### src/shared/aodr_regs.vh
// Register indices, field positions, reset values and constants of the audio output control.
// Assumes a 32-bit AXI4-Lite bus: each byte register sits in lane 0 of word (index * 4).
`ifndef AODR_REGS_VH
`define AODR_REGS_VH

// ****************************************************************
// Register indices and decode blocks
// ****************************************************************
`define AODR_IDX_CONTROL      12'h560
`define AODR_IDX_CENTER       12'h561
`define AODR_IDX_VOLUME       12'h562
`define AODR_IDX_MODE         12'h563
`define AODR_IDX_TUNE         12'h564
`define AODR_IDX_FACTOR       12'h565
`define AODR_IDX_STEP_MID     12'h566
`define AODR_IDX_STEP_HIGH    12'h567
`define AODR_IDX_NOISE_LA     12'h568
`define AODR_IDX_NOISE_LB     12'h569
`define AODR_IDX_NOISE_RA     12'h56A
`define AODR_IDX_NOISE_RB     12'h56B
`define AODR_IDX_CONST_LL     12'h56C
`define AODR_IDX_CONST_LH     12'h56D
`define AODR_IDX_CONST_RL     12'h56E
`define AODR_IDX_CONST_RH     12'h56F
`define AODR_IDX_STATUS       12'h570
`define AODR_BLOCK_REGS       10'h056
`define AODR_BLOCK_STATUS     10'h057

// ****************************************************************
// Reset values
// ****************************************************************
`define AODR_RST_CONTROL      8'h04
`define AODR_RST_CENTER       8'h40
`define AODR_RST_VOLUME       8'h40
`define AODR_RST_MODE         8'h64
`define AODR_RST_TUNE         8'h01
`define AODR_RST_FACTOR       8'h90
`define AODR_RST_STEP_MID     8'hC4
`define AODR_RST_STEP_HIGH    8'h00
`define AODR_RST_NOISE_LA     8'h50
`define AODR_RST_NOISE_LB     8'h40
`define AODR_RST_NOISE_RA     8'h10
`define AODR_RST_NOISE_RB     8'h00
`define AODR_RST_CONST        8'h00

// ****************************************************************
// Field positions
// ****************************************************************
`define AODR_CTL_MONO         0
`define AODR_CTL_SER_PLAY     1
`define AODR_CTL_SDM_PLAY     2
`define AODR_CTL_TIMED_PLAY   3
`define AODR_CTL_SER_REC      4
`define AODR_CTL_SER_IFACE    5
`define AODR_CTL_CENTER       6
`define AODR_CTL_HIGHPASS     7
`define AODR_VOL_QUARTER      0
`define AODR_VOL_HALF         1
`define AODR_VOL_MUTE         7
`define AODR_MODE_PWM_NOX2    0
`define AODR_MODE_PWM         1
`define AODR_MODE_LINEAR      2
`define AODR_MODE_SHAPE_L     5
`define AODR_MODE_SHAPE_R     6
`define AODR_MODE_SWAP        7
`define AODR_NOISE_EN_FIRST   6
`define AODR_NOISE_EN_SECOND  5
`define AODR_EXCHANGE         5
`define AODR_CONST_SEL_L      5
`define AODR_CONST_SEL_R      6

// ****************************************************************
// Write masks (reserved bits read as zero) and constants
// ****************************************************************
`define AODR_MASK_ALL         8'hFF
`define AODR_MASK_MODE        8'hE7
`define AODR_MASK_NOISE_A     8'h7F
`define AODR_MASK_NOISE_RA    8'h3F
`define AODR_MASK_NOISE_RB    8'h7F
`define AODR_NOISE_MAX_BITS   5'd16
`define AODR_PHASE_BITS       19
`define AODR_DSRC_NONE        2'd0
`define AODR_DSRC_NOISE       2'd1
`define AODR_DSRC_SHAPED      2'd2
`define AODR_DSRC_CONST       2'd3
`define AODR_RESP_OKAY        2'b00
`define AODR_RESP_SLVERR      2'b10

`endif

### src/hdl/aodr_ctrl.v
// Audio output control: byte registers, rate matcher, volume, dither selection and modulators.
// Assumes one 40 MHz clock, synchronous samples from the fetch side, an AXI4-Lite master.
//
// Behaviour
// Left constant-select set: left dither is the 16-bit left constant.
// Right constant-select set: right dither is the 16-bit right constant.
// Left plain noise: constant and shaping off, one generator enabled.
// Left shaped noise: constant off, shaping on, one generator enabled.
// Right plain noise: constant and shaping off, one generator enabled.
// Right shaped noise: constant off, shaping on, one generator enabled.
// Left noise generators: bit 6 enables the first, bit 5 the second.
// Right noise generators: bit 6 enables the first, bit 5 the second.
// Left 5-bit size fields give 0 to 16 bits per generator.
// Right 5-bit size fields give 0 to 16 bits per generator.
// Step is high byte, middle byte and factor byte upper nibble.
// An 8-bit register, reset 0x01, fine-tunes the step.
// Factor byte low nibble divides down the serial bit clock.
// Control bits 1 to 7 enable players, recorder, interface, center, highpass.
// Control bit 0 selects mono when 1, stereo when 0.
// PWM mode on mode bit 1; bit 0 suppresses doubling the sample.
// Mode bit 2 picks linear interpolation, else sample-hold.
// Mode bit 7 swaps the serial input left and right channels.
// Exchange bit swaps data between the two modulators.
// Constants: low byte at lower index, both reset to zero.
// Sample rate over modulator clock equals step divided by 0x80000.
// Only one dither source feeds each modulator at a time.
// Modulators take 16-bit samples and give a 1-bit stream.
// Volume register scales the output level.
// Software sets the step to the real clock before enabling players.
//
// Design decision made here: the AXI4-Lite register port.
`include "aodr_regs.vh"

module aodr_ctrl #(
	parameter [15:0] SEED_FIRST  = 16'hACE1,
	parameter [15:0] SEED_SECOND = 16'h5A3C
) (
	input  wire        clock,
	input  wire        rstn,
	input  wire [15:0] s_axi_awaddr,
	input  wire        s_axi_awvalid,
	output reg         s_axi_awready,
	input  wire [31:0] s_axi_wdata,
	input  wire [3:0]  s_axi_wstrb,
	input  wire        s_axi_wvalid,
	output reg         s_axi_wready,
	output reg  [1:0]  s_axi_bresp,
	output reg         s_axi_bvalid,
	input  wire        s_axi_bready,
	input  wire [15:0] s_axi_araddr,
	input  wire        s_axi_arvalid,
	output reg         s_axi_arready,
	output reg  [31:0] s_axi_rdata,
	output reg  [1:0]  s_axi_rresp,
	output reg         s_axi_rvalid,
	input  wire        s_axi_rready,
	input  wire [15:0] sample_left,
	input  wire [15:0] sample_right,
	input  wire        sample_valid,
	output reg         sample_ready,
	output reg         sdm_out_left,
	output reg         sdm_out_right,
	output reg         serial_bit_clock,
	output reg  [7:0]  audio_enables,
	output reg  [7:0]  center_level,
	output reg  [19:0] rate_step,
	output reg  [7:0]  step_tune
);

	// ****************************************************************
	// Helper functions
	// ****************************************************************
	function [7:0] reg_reset;
		input [3:0] i;
		begin
			case (i)
				4'h0: reg_reset = `AODR_RST_CONTROL;
				4'h1: reg_reset = `AODR_RST_CENTER;
				4'h2: reg_reset = `AODR_RST_VOLUME;
				4'h3: reg_reset = `AODR_RST_MODE;
				4'h4: reg_reset = `AODR_RST_TUNE;
				4'h5: reg_reset = `AODR_RST_FACTOR;
				4'h6: reg_reset = `AODR_RST_STEP_MID;
				4'h7: reg_reset = `AODR_RST_STEP_HIGH;
				4'h8: reg_reset = `AODR_RST_NOISE_LA;
				4'h9: reg_reset = `AODR_RST_NOISE_LB;
				4'hA: reg_reset = `AODR_RST_NOISE_RA;
				4'hB: reg_reset = `AODR_RST_NOISE_RB;
				default: reg_reset = `AODR_RST_CONST;
			endcase
		end
	endfunction

	function [7:0] reg_mask;
		input [3:0] i;
		begin
			case (i)
				4'h3: reg_mask = `AODR_MASK_MODE;
				4'h8: reg_mask = `AODR_MASK_NOISE_A;
				4'h9: reg_mask = `AODR_MASK_NOISE_A;
				4'hA: reg_mask = `AODR_MASK_NOISE_RA;
				4'hB: reg_mask = `AODR_MASK_NOISE_RB;
				default: reg_mask = `AODR_MASK_ALL;
			endcase
		end
	endfunction

	// Constant beats noise; with no generator enabled the dither is zero.
	function [1:0] dither_src;
		input const_sel;
		input shape;
		input en_first;
		input en_second;
		begin
			if (const_sel)
				dither_src = `AODR_DSRC_CONST;
			else if (!(en_first | en_second))
				dither_src = `AODR_DSRC_NONE;
			else if (shape)
				dither_src = `AODR_DSRC_SHAPED;
			else
				dither_src = `AODR_DSRC_NOISE;
		end
	endfunction

	// Sizes above 16 are clamped, since the generators are 16 bits wide.
	function [16:0] noise_term;
		input [15:0] lfsr;
		input [4:0]  nbits;
		input        enable;
		reg   [4:0]  n;
		reg   [15:0] t;
		begin
			n = (nbits > `AODR_NOISE_MAX_BITS) ? `AODR_NOISE_MAX_BITS : nbits;
			t = $signed(lfsr) >>> (`AODR_NOISE_MAX_BITS - n);
			if (!enable || n == 5'd0)
				noise_term = 17'h00000;
			else
				noise_term = {t[15], t};
		end
	endfunction

	function [15:0] lfsr_next;
		input [15:0] s;
		begin
			lfsr_next = {1'b0, s[15:1]} ^ (s[0] ? 16'hB400 : 16'h0000);
		end
	endfunction

	function [15:0] sat16;
		input signed [47:0] v;
		begin
			if (v > 48'sd32767)
				sat16 = 16'h7FFF;
			else if (v < -48'sd32768)
				sat16 = 16'h8000;
			else
				sat16 = v[15:0];
		end
	endfunction

	// Unity gain at a shift of 16; half and quarter add fractions of the shifted value.
	function [15:0] vol_apply;
		input [15:0] x;
		input [7:0]  v;
		reg signed [47:0] p;
		begin
			p = $signed({{32{x[15]}}, x}) <<< v[6:2];
			p = p + (v[`AODR_VOL_HALF] ? (p >>> 1) : 48'sd0)
				+ (v[`AODR_VOL_QUARTER] ? (p >>> 2) : 48'sd0);
			vol_apply = v[`AODR_VOL_MUTE] ? 16'h0000 : sat16(p >>> 16);
		end
	endfunction

	function [15:0] interp;
		input [15:0] prev;
		input [15:0] cur;
		input [7:0]  frac;
		input        linear;
		reg signed [16:0] d;
		reg signed [25:0] p;
		reg signed [25:0] r;
		begin
			d = $signed({cur[15], cur}) - $signed({prev[15], prev});
			p = d * $signed({1'b0, frac});
			r = $signed({{10{prev[15]}}, prev}) + (p >>> 8);
			interp = linear ? r[15:0] : cur;
		end
	endfunction

	function [15:0] pwm_scale;
		input [15:0] x;
		input        pwm;
		input        no_double;
		begin
			if (pwm && !no_double)
				pwm_scale = sat16($signed({{32{x[15]}}, x}) <<< 1);
			else
				pwm_scale = x;
		end
	endfunction

	// ****************************************************************
	// Register file and AXI4-Lite slave
	// ****************************************************************
	reg  [7:0]  regs [0:15];
	reg  [15:0] aw_addr;
	reg         aw_held;
	reg  [7:0]  w_byte;
	reg         w_lane0;
	reg         w_held;
	reg  [7:0]  status;
	wire        aw_regs   = aw_addr[15:6] == `AODR_BLOCK_REGS && aw_addr[1:0] == 2'b00;
	wire        aw_status = aw_addr[15:2] == {`AODR_BLOCK_STATUS, 4'h0} && aw_addr[1:0] == 2'b00;
	wire        ar_regs   = s_axi_araddr[15:6] == `AODR_BLOCK_REGS && s_axi_araddr[1:0] == 2'b00;
	wire        ar_status = s_axi_araddr[15:2] == {`AODR_BLOCK_STATUS, 4'h0}
		&& s_axi_araddr[1:0] == 2'b00;
	wire        commit    = aw_held && w_held && !s_axi_bvalid;
	integer     i;

	always @(posedge clock) begin
		if (!rstn) begin
			s_axi_awready <= 1'b1;
			s_axi_wready  <= 1'b1;
			s_axi_bvalid  <= 1'b0;
			s_axi_bresp   <= `AODR_RESP_OKAY;
			aw_held       <= 1'b0;
			w_held        <= 1'b0;
			aw_addr       <= 16'h0000;
			w_byte        <= 8'h00;
			w_lane0       <= 1'b0;
			for (i = 0; i < 16; i = i + 1)
				regs[i] <= reg_reset(i[3:0]);
		end else begin
			if (s_axi_awvalid && s_axi_awready) begin
				aw_addr       <= s_axi_awaddr;
				aw_held       <= 1'b1;
				s_axi_awready <= 1'b0;
			end
			if (s_axi_wvalid && s_axi_wready) begin
				w_byte       <= s_axi_wdata[7:0];
				w_lane0      <= s_axi_wstrb[0];
				w_held       <= 1'b1;
				s_axi_wready <= 1'b0;
			end
			if (commit) begin
				aw_held      <= 1'b0;
				w_held       <= 1'b0;
				s_axi_bvalid <= 1'b1;
				s_axi_bresp  <= (aw_regs || aw_status) ? `AODR_RESP_OKAY : `AODR_RESP_SLVERR;
				if (aw_regs && w_lane0)
					regs[aw_addr[5:2]] <= w_byte & reg_mask(aw_addr[5:2]);
			end
			if (s_axi_bvalid && s_axi_bready) begin
				s_axi_bvalid  <= 1'b0;
				s_axi_awready <= 1'b1;
				s_axi_wready  <= 1'b1;
			end
		end
	end

	always @(posedge clock) begin
		if (!rstn) begin
			s_axi_arready <= 1'b1;
			s_axi_rvalid  <= 1'b0;
			s_axi_rdata   <= 32'h00000000;
			s_axi_rresp   <= `AODR_RESP_OKAY;
		end else if (s_axi_arvalid && s_axi_arready) begin
			s_axi_arready <= 1'b0;
			s_axi_rvalid  <= 1'b1;
			if (ar_regs) begin
				s_axi_rdata <= {24'h000000, regs[s_axi_araddr[5:2]]};
				s_axi_rresp <= `AODR_RESP_OKAY;
			end else if (ar_status) begin
				s_axi_rdata <= {24'h000000, status};
				s_axi_rresp <= `AODR_RESP_OKAY;
			end else begin
				s_axi_rdata <= 32'h00000000;
				s_axi_rresp <= `AODR_RESP_SLVERR;
			end
		end else if (s_axi_rvalid && s_axi_rready) begin
			s_axi_rvalid  <= 1'b0;
			s_axi_arready <= 1'b1;
		end
	end

	// ****************************************************************
	// Decoded configuration
	// ****************************************************************
	wire [7:0]  ctl      = regs[0];
	wire [7:0]  vol      = regs[2];
	wire [7:0]  mode     = regs[3];
	wire [7:0]  nla      = regs[8];
	wire [7:0]  nlb      = regs[9];
	wire [7:0]  nra      = regs[10];
	wire [7:0]  nrb      = regs[11];
	wire [19:0] step_raw = {regs[7], regs[6], regs[5][7:4]};
	wire [3:0]  factor   = regs[5][3:0];
	wire        run      = ctl[`AODR_CTL_SDM_PLAY] | ctl[`AODR_CTL_SER_PLAY];
	wire [1:0]  src_l    = dither_src(nrb[`AODR_CONST_SEL_L], mode[`AODR_MODE_SHAPE_L],
		nla[`AODR_NOISE_EN_FIRST], nla[`AODR_NOISE_EN_SECOND]);
	wire [1:0]  src_r    = dither_src(nrb[`AODR_CONST_SEL_R], mode[`AODR_MODE_SHAPE_R],
		nlb[`AODR_NOISE_EN_FIRST], nlb[`AODR_NOISE_EN_SECOND]);

	// Control outputs are re-timed so that every output comes from a flip-flop.
	always @(posedge clock) begin
		if (!rstn) begin
			audio_enables <= `AODR_RST_CONTROL;
			center_level  <= `AODR_RST_CENTER;
			rate_step     <= 20'h00000;
			step_tune     <= `AODR_RST_TUNE;
		end else begin
			audio_enables <= ctl;
			center_level  <= regs[1];
			rate_step     <= step_raw;
			step_tune     <= regs[4];
		end
	end

	// ****************************************************************
	// Modulator tick, serial bit clock and rate matcher
	// ****************************************************************
	// The tune value is added to the step, so a step of zero still advances slowly unless the tune is zero.
	reg  [3:0]  div_cnt;
	reg  [18:0] phase;
	reg  [15:0] prev_l;
	reg  [15:0] prev_r;
	reg  [15:0] cur_l;
	reg  [15:0] cur_r;
	wire        tick      = run && div_cnt == factor;
	wire [20:0] next_sum  = {2'b00, phase} + {1'b0, step_raw} + {13'h0000, regs[4]};
	wire        wrap      = next_sum[20:`AODR_PHASE_BITS] != 2'b00;
	wire [15:0] in_l      = mode[`AODR_MODE_SWAP] ? sample_right : sample_left;
	wire [15:0] in_r      = mode[`AODR_MODE_SWAP] ? sample_left : sample_right;
	wire [16:0] mono_sum  = {in_l[15], in_l} + {in_r[15], in_r};
	wire        take      = sample_ready && sample_valid;

	always @(posedge clock) begin
		if (!rstn) begin
			div_cnt          <= 4'h0;
			serial_bit_clock <= 1'b0;
			phase            <= 19'h00000;
			sample_ready     <= 1'b0;
			prev_l           <= 16'h0000;
			prev_r           <= 16'h0000;
			cur_l            <= 16'h0000;
			cur_r            <= 16'h0000;
		end else begin
			if (!run) begin
				div_cnt          <= 4'h0;
				serial_bit_clock <= 1'b0;
			end else if (tick) begin
				div_cnt          <= 4'h0;
				serial_bit_clock <= ~serial_bit_clock;
				phase            <= next_sum[18:0];
			end else begin
				div_cnt <= div_cnt + 4'h1;
			end
			// A new wrap in the same cycle as a take keeps the request raised.
			if (tick && wrap)
				sample_ready <= 1'b1;
			else if (take || !run)
				sample_ready <= 1'b0;
			if (take) begin
				prev_l <= cur_l;
				prev_r <= cur_r;
				if (ctl[`AODR_CTL_MONO]) begin
					cur_l <= mono_sum[16:1];
					cur_r <= mono_sum[16:1];
				end else begin
					cur_l <= in_l;
					cur_r <= in_r;
				end
			end
		end
	end

	// ****************************************************************
	// Dither generators
	// ****************************************************************
	reg  [15:0] lfsr_l1;
	reg  [15:0] lfsr_l2;
	reg  [15:0] lfsr_r1;
	reg  [15:0] lfsr_r2;
	reg  [16:0] last_noise_l;
	reg  [16:0] last_noise_r;
	reg  [15:0] dither_l;
	reg  [15:0] dither_r;
	wire [16:0] noise_l = noise_term(lfsr_l1, nla[4:0], nla[`AODR_NOISE_EN_FIRST])
		+ noise_term(lfsr_l2, nlb[4:0], nla[`AODR_NOISE_EN_SECOND]);
	wire [16:0] noise_r = noise_term(lfsr_r1, nra[4:0], nlb[`AODR_NOISE_EN_FIRST])
		+ noise_term(lfsr_r2, nrb[4:0], nlb[`AODR_NOISE_EN_SECOND]);
	wire [17:0] shaped_l = {noise_l[16], noise_l} - {last_noise_l[16], last_noise_l};
	wire [17:0] shaped_r = {noise_r[16], noise_r} - {last_noise_r[16], last_noise_r};

	always @(posedge clock) begin
		if (!rstn) begin
			lfsr_l1      <= SEED_FIRST;
			lfsr_l2      <= SEED_SECOND;
			lfsr_r1      <= ~SEED_FIRST;
			lfsr_r2      <= ~SEED_SECOND;
			last_noise_l <= 17'h00000;
			last_noise_r <= 17'h00000;
			dither_l     <= 16'h0000;
			dither_r     <= 16'h0000;
		end else if (tick) begin
			lfsr_l1      <= lfsr_next(lfsr_l1);
			lfsr_l2      <= lfsr_next(lfsr_l2);
			lfsr_r1      <= lfsr_next(lfsr_r1);
			lfsr_r2      <= lfsr_next(lfsr_r2);
			last_noise_l <= noise_l;
			last_noise_r <= noise_r;
			// Exactly one source is chosen per channel.
			case (src_l)
				`AODR_DSRC_CONST:  dither_l <= {regs[13], regs[12]};
				`AODR_DSRC_NOISE:  dither_l <= sat16({{31{noise_l[16]}}, noise_l});
				`AODR_DSRC_SHAPED: dither_l <= sat16({{30{shaped_l[17]}}, shaped_l});
				default:           dither_l <= 16'h0000;
			endcase
			case (src_r)
				`AODR_DSRC_CONST:  dither_r <= {regs[15], regs[14]};
				`AODR_DSRC_NOISE:  dither_r <= sat16({{31{noise_r[16]}}, noise_r});
				`AODR_DSRC_SHAPED: dither_r <= sat16({{30{shaped_r[17]}}, shaped_r});
				default:           dither_r <= 16'h0000;
			endcase
		end
	end

	// ****************************************************************
	// Sample path and sigma-delta modulators
	// ****************************************************************
	reg  [18:0] integ_l;
	reg  [18:0] integ_r;
	wire [15:0] ip_l  = interp(prev_l, cur_l, phase[18:11], mode[`AODR_MODE_LINEAR]);
	wire [15:0] ip_r  = interp(prev_r, cur_r, phase[18:11], mode[`AODR_MODE_LINEAR]);
	wire [15:0] vo_l  = pwm_scale(vol_apply(ip_l, vol), mode[`AODR_MODE_PWM],
		mode[`AODR_MODE_PWM_NOX2]);
	wire [15:0] vo_r  = pwm_scale(vol_apply(ip_r, vol), mode[`AODR_MODE_PWM],
		mode[`AODR_MODE_PWM_NOX2]);
	wire [15:0] dl    = sat16($signed({{32{vo_l[15]}}, vo_l}) + $signed({{32{dither_l[15]}}, dither_l}));
	wire [15:0] dr    = sat16($signed({{32{vo_r[15]}}, vo_r}) + $signed({{32{dither_r[15]}}, dither_r}));
	wire [15:0] mod_l = nra[`AODR_EXCHANGE] ? dr : dl;
	wire [15:0] mod_r = nra[`AODR_EXCHANGE] ? dl : dr;
	// First-order loop: feedback is full scale of the sign of the integrator.
	wire [18:0] fb_l  = integ_l[18] ? 19'h78000 : 19'h07FFF;
	wire [18:0] fb_r  = integ_r[18] ? 19'h78000 : 19'h07FFF;
	wire [18:0] next_integ_l = integ_l + {{3{mod_l[15]}}, mod_l} - fb_l;
	wire [18:0] next_integ_r = integ_r + {{3{mod_r[15]}}, mod_r} - fb_r;

	always @(posedge clock) begin
		if (!rstn || !ctl[`AODR_CTL_SDM_PLAY]) begin
			integ_l       <= 19'h00000;
			integ_r       <= 19'h00000;
			sdm_out_left  <= 1'b0;
			sdm_out_right <= 1'b0;
		end else if (tick) begin
			integ_l       <= next_integ_l;
			integ_r       <= next_integ_r;
			sdm_out_left  <= ~next_integ_l[18];
			sdm_out_right <= ~next_integ_r[18];
		end
	end

	always @(posedge clock) begin
		if (!rstn)
			status <= 8'h00;
		else
			status <= {1'b0, src_r, src_l, sdm_out_right, sdm_out_left, sample_ready};
	end

endmodule // aodr_ctrl

### config.mk
export PLATFORM = sky130hd
export DESIGN_NAME = aodr_ctrl
export DESIGN_NICKNAME = d
export VERILOG_FILES = /design/src/hdl/aodr_ctrl.v
export VERILOG_INCLUDE_DIRS = /design/src /design/src/shared
export SDC_FILE = /design/constraint.sdc
export NUM_CORES = 2
export LEC_CHECK = 0
export BUFFER_PORTS_ARGS = -buffer_cell sky130_fd_sc_hd__buf_2
export CORE_MARGIN = 3
export CORE_UTILIZATION = 40
export DETAILED_ROUTE_END_ITERATION = 7
export GPL_TIMING_DRIVEN = 0
export HOLD_SLACK_MARGIN = 0.08
export SYNTH_ARGS = -nofsm -noshare
export SYNTH_HDL_FRONTEND = slang
export SYNTH_SLANG_ARGS = --single-unit
### constraint.sdc
create_clock -name clock -period 30.4 [get_ports clock]
set_input_delay 0 -clock clock [delete_from_list [all_inputs] [get_ports clock]]
set_output_delay 0 -clock clock [all_outputs]
set_load 0.01 [all_outputs]
=== Word-level counts from Yosys, hierarchy flattened ===
Memory sizes are Yosys's and may differ from the RTL's. A register that Yosys moved wholly into a read port is not among the register bits.
Cells that the tools add are included.

* Register bits: 371
* Bits in writable memories: 128
* Input port bits: 108
* Output and inout bits: 89
* Word-level logic and storage cells: 265
* Memories: 1

* $add $sub $neg: 26
* $mul: 2
* $lt $le $gt $ge: 24
* Equality and inequality tests: 16
* Shift-type cells: 6
* Multiplexer cells: 90
* Bitwise gates (word level): 13
* Reductions and logical operators: 49

{| class="wikitable"
|+ Memories
! name !! words !! width !! read ports !! clocked after memory_dff !! wr ports !! RTL line !! text
|-
| regs || 16 || 8 || 17 || 1 || 16 || aodr_ctrl.v:206 || <nowiki>reg [7:0] regs [0:15];</nowiki>
|}

{| class="wikitable"
|+ Operators by type and width
! kind !! count
|-
| two-way mux 16 bit || 36
|-
| adder 48 bit || 4
|-
| two-way mux 48 bit || 4
|-
| two-way mux 8 bit || 15
|-
| > comparator 17 x 16 -> 1 bit, second input constant || 6
|-
| < comparator 17 x 16 -> 1 bit, second input constant || 6
|-
| case mux 16 bit (3 select lines) || 2
|-
| <<< shifter 16 x 5 -> 48 bit || 2
|-
| two-way mux 17 bit || 4
|-
| > comparator 32 x 16 -> 1 bit, second input constant || 2
|-
| < comparator 32 x 16 -> 1 bit, second input constant || 2
|-
| >>> shifter 16 x 5 -> 16 bit || 4
|-
| XOR 15 x 16 -> 16 bit || 4
|-
| adder 16 x 16 -> 17 bit || 3
|-
| multiplier 17 x 9 -> 24 bit || 2
|-
| adder 19 bit || 2
|-
| two-way mux 19 bit || 2
|-
| subtractor 19 bit || 2
|-
| > comparator 18 x 16 -> 1 bit, second input constant || 2
|-
| < comparator 18 x 16 -> 1 bit, second input constant || 2
|-
| subtractor 17 x 17 -> 18 bit || 2
|-
| adder 17 bit || 2
|-
| subtractor 16 x 16 -> 17 bit || 2
|-
| adder 16 bit || 2
|-
| other kinds (30) || 112
|}

=== Depth between registers and ports, before layout ===
* Word-level depth: 24
* Gate-level depth with buffers: 98
* Depth with buffers taken out: 95

=== Worst setup path after synthesis ===
No wires, ideal clock.

* Path kind: register to register
* From: register prev_l[1]
* To: register integ_l[18]
* Library setup time: 0.061 ns
* Arrival time: 19.822 ns
* Data required time: 30.339 ns
* Slack: 10.517 ns
* Cell stages (with the launch flop): 95
* Buffers on the path: 2
* Clock period less this slack: 19.883 ns
* Cell sequence: dfxtp_1 > inv_1 > ha_1 > nor2b_1 > o21ai_0 > a21boi_0 > o21ai_0 > a21boi_0 > o21ai_0 > a21oi_1 > o21ai_0 > a21boi_0 > o21ai_0 > nor2b_1 > xnor2_1 > nand2_1 > fa_1 > inv_1 > (+59 left out) > clkbuf_1 > a21oi_1 > mux2i_1 > fa_1 > fa_1 > a21o_1 > a21oi_1 > o21bai_1 > a21oi_1 > o21bai_1 > a21oi_1 > o21ai_0 > o311ai_0 > nand3_1 > or4_1 > and3_1 > mux2i_1 > o211a_1

* Word-level cells in the longest chain between the ends: 23
* Elaborated cells between the ends (all ways): 27
* Those cells by class: 7 x add/sub; 1 x mul; 6 x order compare; 1 x shift; 12 x mux

{| class="wikitable"
|+ Ends and longest elaborated chain
! what !! RTL line !! text
|-
| from (decl) || aodr_ctrl.v:326 || <nowiki>reg [15:0] prev_l;</nowiki>
|-
| from (signal assigned) || aodr_ctrl.v:365 || <nowiki>prev_l <= cur_l;</nowiki>
|-
| subtractor 16 x 16 -> 17 bit || aodr_ctrl.v:184 || <nowiki>d = $signed({cur[15], cur}) - $signed({prev[15], prev});</nowiki>
|-
| multiplier 17 x 9 -> 24 bit || aodr_ctrl.v:185 || <nowiki>p = d * $signed({1'b0, frac});</nowiki>
|-
| adder 16 bit (*) || aodr_ctrl.v:186 || <nowiki>r = $signed({{10{prev[15]}}, prev}) + (p >>> 8);</nowiki>
|-
| two-way mux 16 bit (*) || aodr_ctrl.v:187 || <nowiki>interp = linear ? r[15:0] : cur;</nowiki>
|-
| <<< shifter 16 x 5 -> 48 bit (*) || aodr_ctrl.v:168 || <nowiki>p = $signed({{32{x[15]}}, x}) <<< v[6:2];</nowiki>
|-
| two-way mux 48 bit || aodr_ctrl.v:169 || <nowiki>p = p + (v[`AODR_VOL_HALF] ? (p >>> 1) : 48'sd0)</nowiki>
|-
| adder 48 bit || aodr_ctrl.v:169 ||
|-
| adder 48 bit (*) || aodr_ctrl.v:169 ||
|-
| (+7 left out) || - ||
|-
| two-way mux 16 bit (*) || aodr_ctrl.v:196 || <nowiki>if (pwm && !no_double)</nowiki>
|-
| adder 16 x 16 -> 17 bit (*) || aodr_ctrl.v:440 || <nowiki>wire [15:0] dl = sat16($signed({{32{vo_l[15]}}, vo_l}) + $signed({{32{dither_l[15]}}, dither_l}));</nowiki>
|-
| < comparator 17 x 16 -> 1 bit || aodr_ctrl.v:155 || <nowiki>else if (v < -48'sd32768)</nowiki>
|-
| two-way mux 16 bit || aodr_ctrl.v:155 ||
|-
| two-way mux 16 bit (*) || aodr_ctrl.v:153 || <nowiki>if (v > 48'sd32767)</nowiki>
|-
| two-way mux 16 bit (*) || aodr_ctrl.v:442 || <nowiki>wire [15:0] mod_l = nra[`AODR_EXCHANGE] ? dr : dl;</nowiki>
|-
| adder 19 bit (*) || aodr_ctrl.v:447 || <nowiki>wire [18:0] next_integ_l = integ_l + {{3{mod_l[15]}}, mod_l} - fb_l;</nowiki>
|-
| subtractor 19 bit (*) || aodr_ctrl.v:447 ||
|-
| to (signal assigned) || aodr_ctrl.v:457 || <nowiki>integ_l <= next_integ_l;</nowiki>
|-
| to (decl) || aodr_ctrl.v:432 || <nowiki>reg [18:0] integ_l;</nowiki>
|}

Mark *: on every way between the ends. The rest lies on a longest branch, timed or not.
A chain may end at the register's enable or synchronous reset.

=== Final worst setup path ===
Ends and elaborated chain as after synthesis.

==> reports/results.ini <==
[run_status]
status=finished, final reports clean

[grt]
grt_pass1_vias=50500
global_route.usage.total_pct=26.2
antenna_found_initial=8
grt_max_degree=19
grt_pass1_wl_mm=298
overflow=0

[layout]
nets=8271
n_fill_cell=14000
final_util_pct=44.9
layout-drive-gt1-share_pct=6.23
syn_to_final_growth_pct=10.8

[setup_path]
cp-end-kind=flop
crit_path_start_kind=flop
critical_path_buf_inv_count=9
cp_max_fo=10
path_common_cell=o21ai_0
cp.arrival_ns=25.82
cp_top_family=compound AO/OA/AOI/OAI gates
crit_type=flop to flop
required_ns=31.03
cpMaxStageDelayCell=xor2_1
max_stage_delay_ns=0.84

[sta]
layout_setup_ws_ns=5.21
worst_hold_slack_ns=0.119
final.setup.tns_ns=0
max_slew_margin_pct=2.71
setup_viol=0
timing.final.hold_violations=0
period_minus_slack_ns=25.19
period_share_pct=82.9
tightest_slew_ns=1.46
max_freq_ghz=0.0397
finClkSkew_ns=0.0578
rsz0062_at_grt=no
finalMaxSlewViolations=0

[flow_run]
maxCapViolCount=0

[clock_network]
cts-root-buf=clkbuf_16
cts_hold_buf=96
cts_sinks=480
ctsResizeCount=0
cts_tree=built
cts_post_setup_buffers_inserted=0
cts_max_path_buffers=3
clock_latency_ns=0.70
cts_made_buffers=56
clk_pin_slew_ns=0.06
htreeDepth=2

[yosys]
syn_area_per_cell_sq_um=7.93
ys_ff_latch=480
synth_commonest_cells=nand2_1 (1,081), inv_1 (772), ha_1 (434)
synthDistinctLibCells=110
synth_top_area_share_pct=12.6
synth.most_common_cell=nand2_1
ys.warnings.count=0
synth_edf_count=128
synth_flop_cell=dfxtp_1
synth_top_area_cell=dfxtp_1
netlist_instances=7052
ys_seq_area_share_pct=19.5
synthArstFlopShare_pct=0
synth_area_sq_mm=0.0559
netlist_top_cells_area=dfxtp_1 (13%), fa_1 (13%), ha_1 (9.7%)

[power]
ir_drop_mv=0.0653
power.total_mw=3.48
p_leak_nw=27.9
powerDensity_mw_per_mm2=56.2

[routing]
viasPerCell=5.60
drc=0
first_pass_iters=7
ant_nets=0
wl_mm=195
post_drt_wl_per_cell_um=21.0
drt_iter0_drc=4717
vias=52000

[floorplan]
num_rows=136
start_util_pct=40.5
coreArea_sq_mm=0.138
die_w_um=380
die_area_sq_mm=0.144
io_pins=197
fp.dieH_um=380

[placed_design]
place_ws_ns=5.73
gp_congestion=0.981
hpwl_mm=158
numPortBuffers=139

[hold_path]
min_path_type=primary input to flop

[path summary, 6_finish.rpt]
check | startpoint | to | slack (ns) | cells past startpoint
setup reg to reg | prev_l[1]$_SDFFE_PN0P_ | integ_l[18]$_SDFFE_PP0P_ | 5.21 | 96
hold reg to reg | integ_l[13]$_SDFFE_PP0P_ | integ_l[13]$_SDFFE_PP0P_ | 0.46 | 2
setup / recovery | prev_l[1]$_SDFFE_PN0P_ | integ_l[18]$_SDFFE_PP0P_ | 5.21 | 96
hold / removal | s_axi_wdata[4] | w_byte[4]$_SDFFE_PN0P_ | 0.12 | 4
[stage by stage]
| step | area (sq um) | instances |
|---|---|---|
| 3_3_place_gp | 59100 | 9086 |
| 6_report | 62000 | 9293 |
| 5_1_grt | 62000 | 9290 |
| 3_5_place_dp | 59100 | 9087 |
| 2_1_floorplan | 56100 | 7084 |
| 4_1_cts | 62000 | 9289 |
[layout by cell type, fill, tap and decap left out, drive strengths merged, types with 24 or more instances in the layout]
cell type and n:
a211oi 85, a21boi 149, a21o 116, a21oi 412
a31oi 47, and2 251, and3 91, buf 198
clkbuf 377, conb 33, dfxtp 352, dlygate4sd3 96
edfxtp 128, fa 350, ha 434, inv 782
mux2 62, mux2i 175, mux4 48, nand2 1081
nand2b 68, nand3 143, nand4 36, nor2 410
nor2b 131, nor3 115, nor4 24, o211a 31
o211ai 53, o21a 74, o21ai 338, o21bai 42
o22ai 44, o31ai 34, or2 25, or3 31
xnor2 182, xor2 79
[logic make-up (layout without fill, tap and decap cells)]
family	Yosys count	count (layout)	synth area share [%]
simple gates	2464	2464	20.5
compound gates	1637	1637	19.4
buf+inv	1139	1482	7.88
fa+ha+maj	784	784	22.2
flops	480	480	19.5
mux	285	285	6.31
xor+xnor	262	262	4.14
other cells	1	36	0.00670
[worst reg2reg max path: cells and delay by family, from the launching register on]
family          cells  cell delay, ns
mux                 2            0.47
fa+ha+maj          12            4.91
simple gates       19            3.42
flops               1            0.42
xor+xnor            3            1.66
buf+inv             9            1.84
compound gates     51           12.45
[state kept, by name (all words and copies together), names as in the netlist, 17 cells and up]
signal,flops
last_noise_l,17
phase,19
rate_step,20
integ_r,19
last_noise_r,17
integ_l,19
regs,128
[final cells by class]
class	instances	area, sq um	area share [%]
diodes	3	7.51	0.0121
clock buffers	71	1570	2.54
repair buffers	237	1670	2.70
multi-input cells	5465	40800	65.8
well taps	1863	2330	3.76
flip-flops and latches	480	10900	17.6
plain buffers	364	1500	2.42
clock inverters	35	344	0.555
inverters	775	2910	4.69
[power by group]
part           leakage (nW)  switching [mW]  internal, mW  total [mW]
Combinational          22.9            1.20         0.779        1.98
Sequential             4.13          0.0736         0.724       0.797
Clock                 0.916           0.316         0.389       0.705
[routing by layer]
| metal | vias to the layer above | wire length, um | global-route usage [%] |
|---|---|---|---|
| met1 | 25100 | 83700 | 34.4 |
| met5 | - | 12 | 0 |
| met3 | 362 | 13200 | 3.45 |
| met4 | 2 | 8430 | 9.95 |
| met2 | 1846 | 89900 | 43.7 |
| li1 | 24700 | - | - |
(Power assumes the default switching activity.)
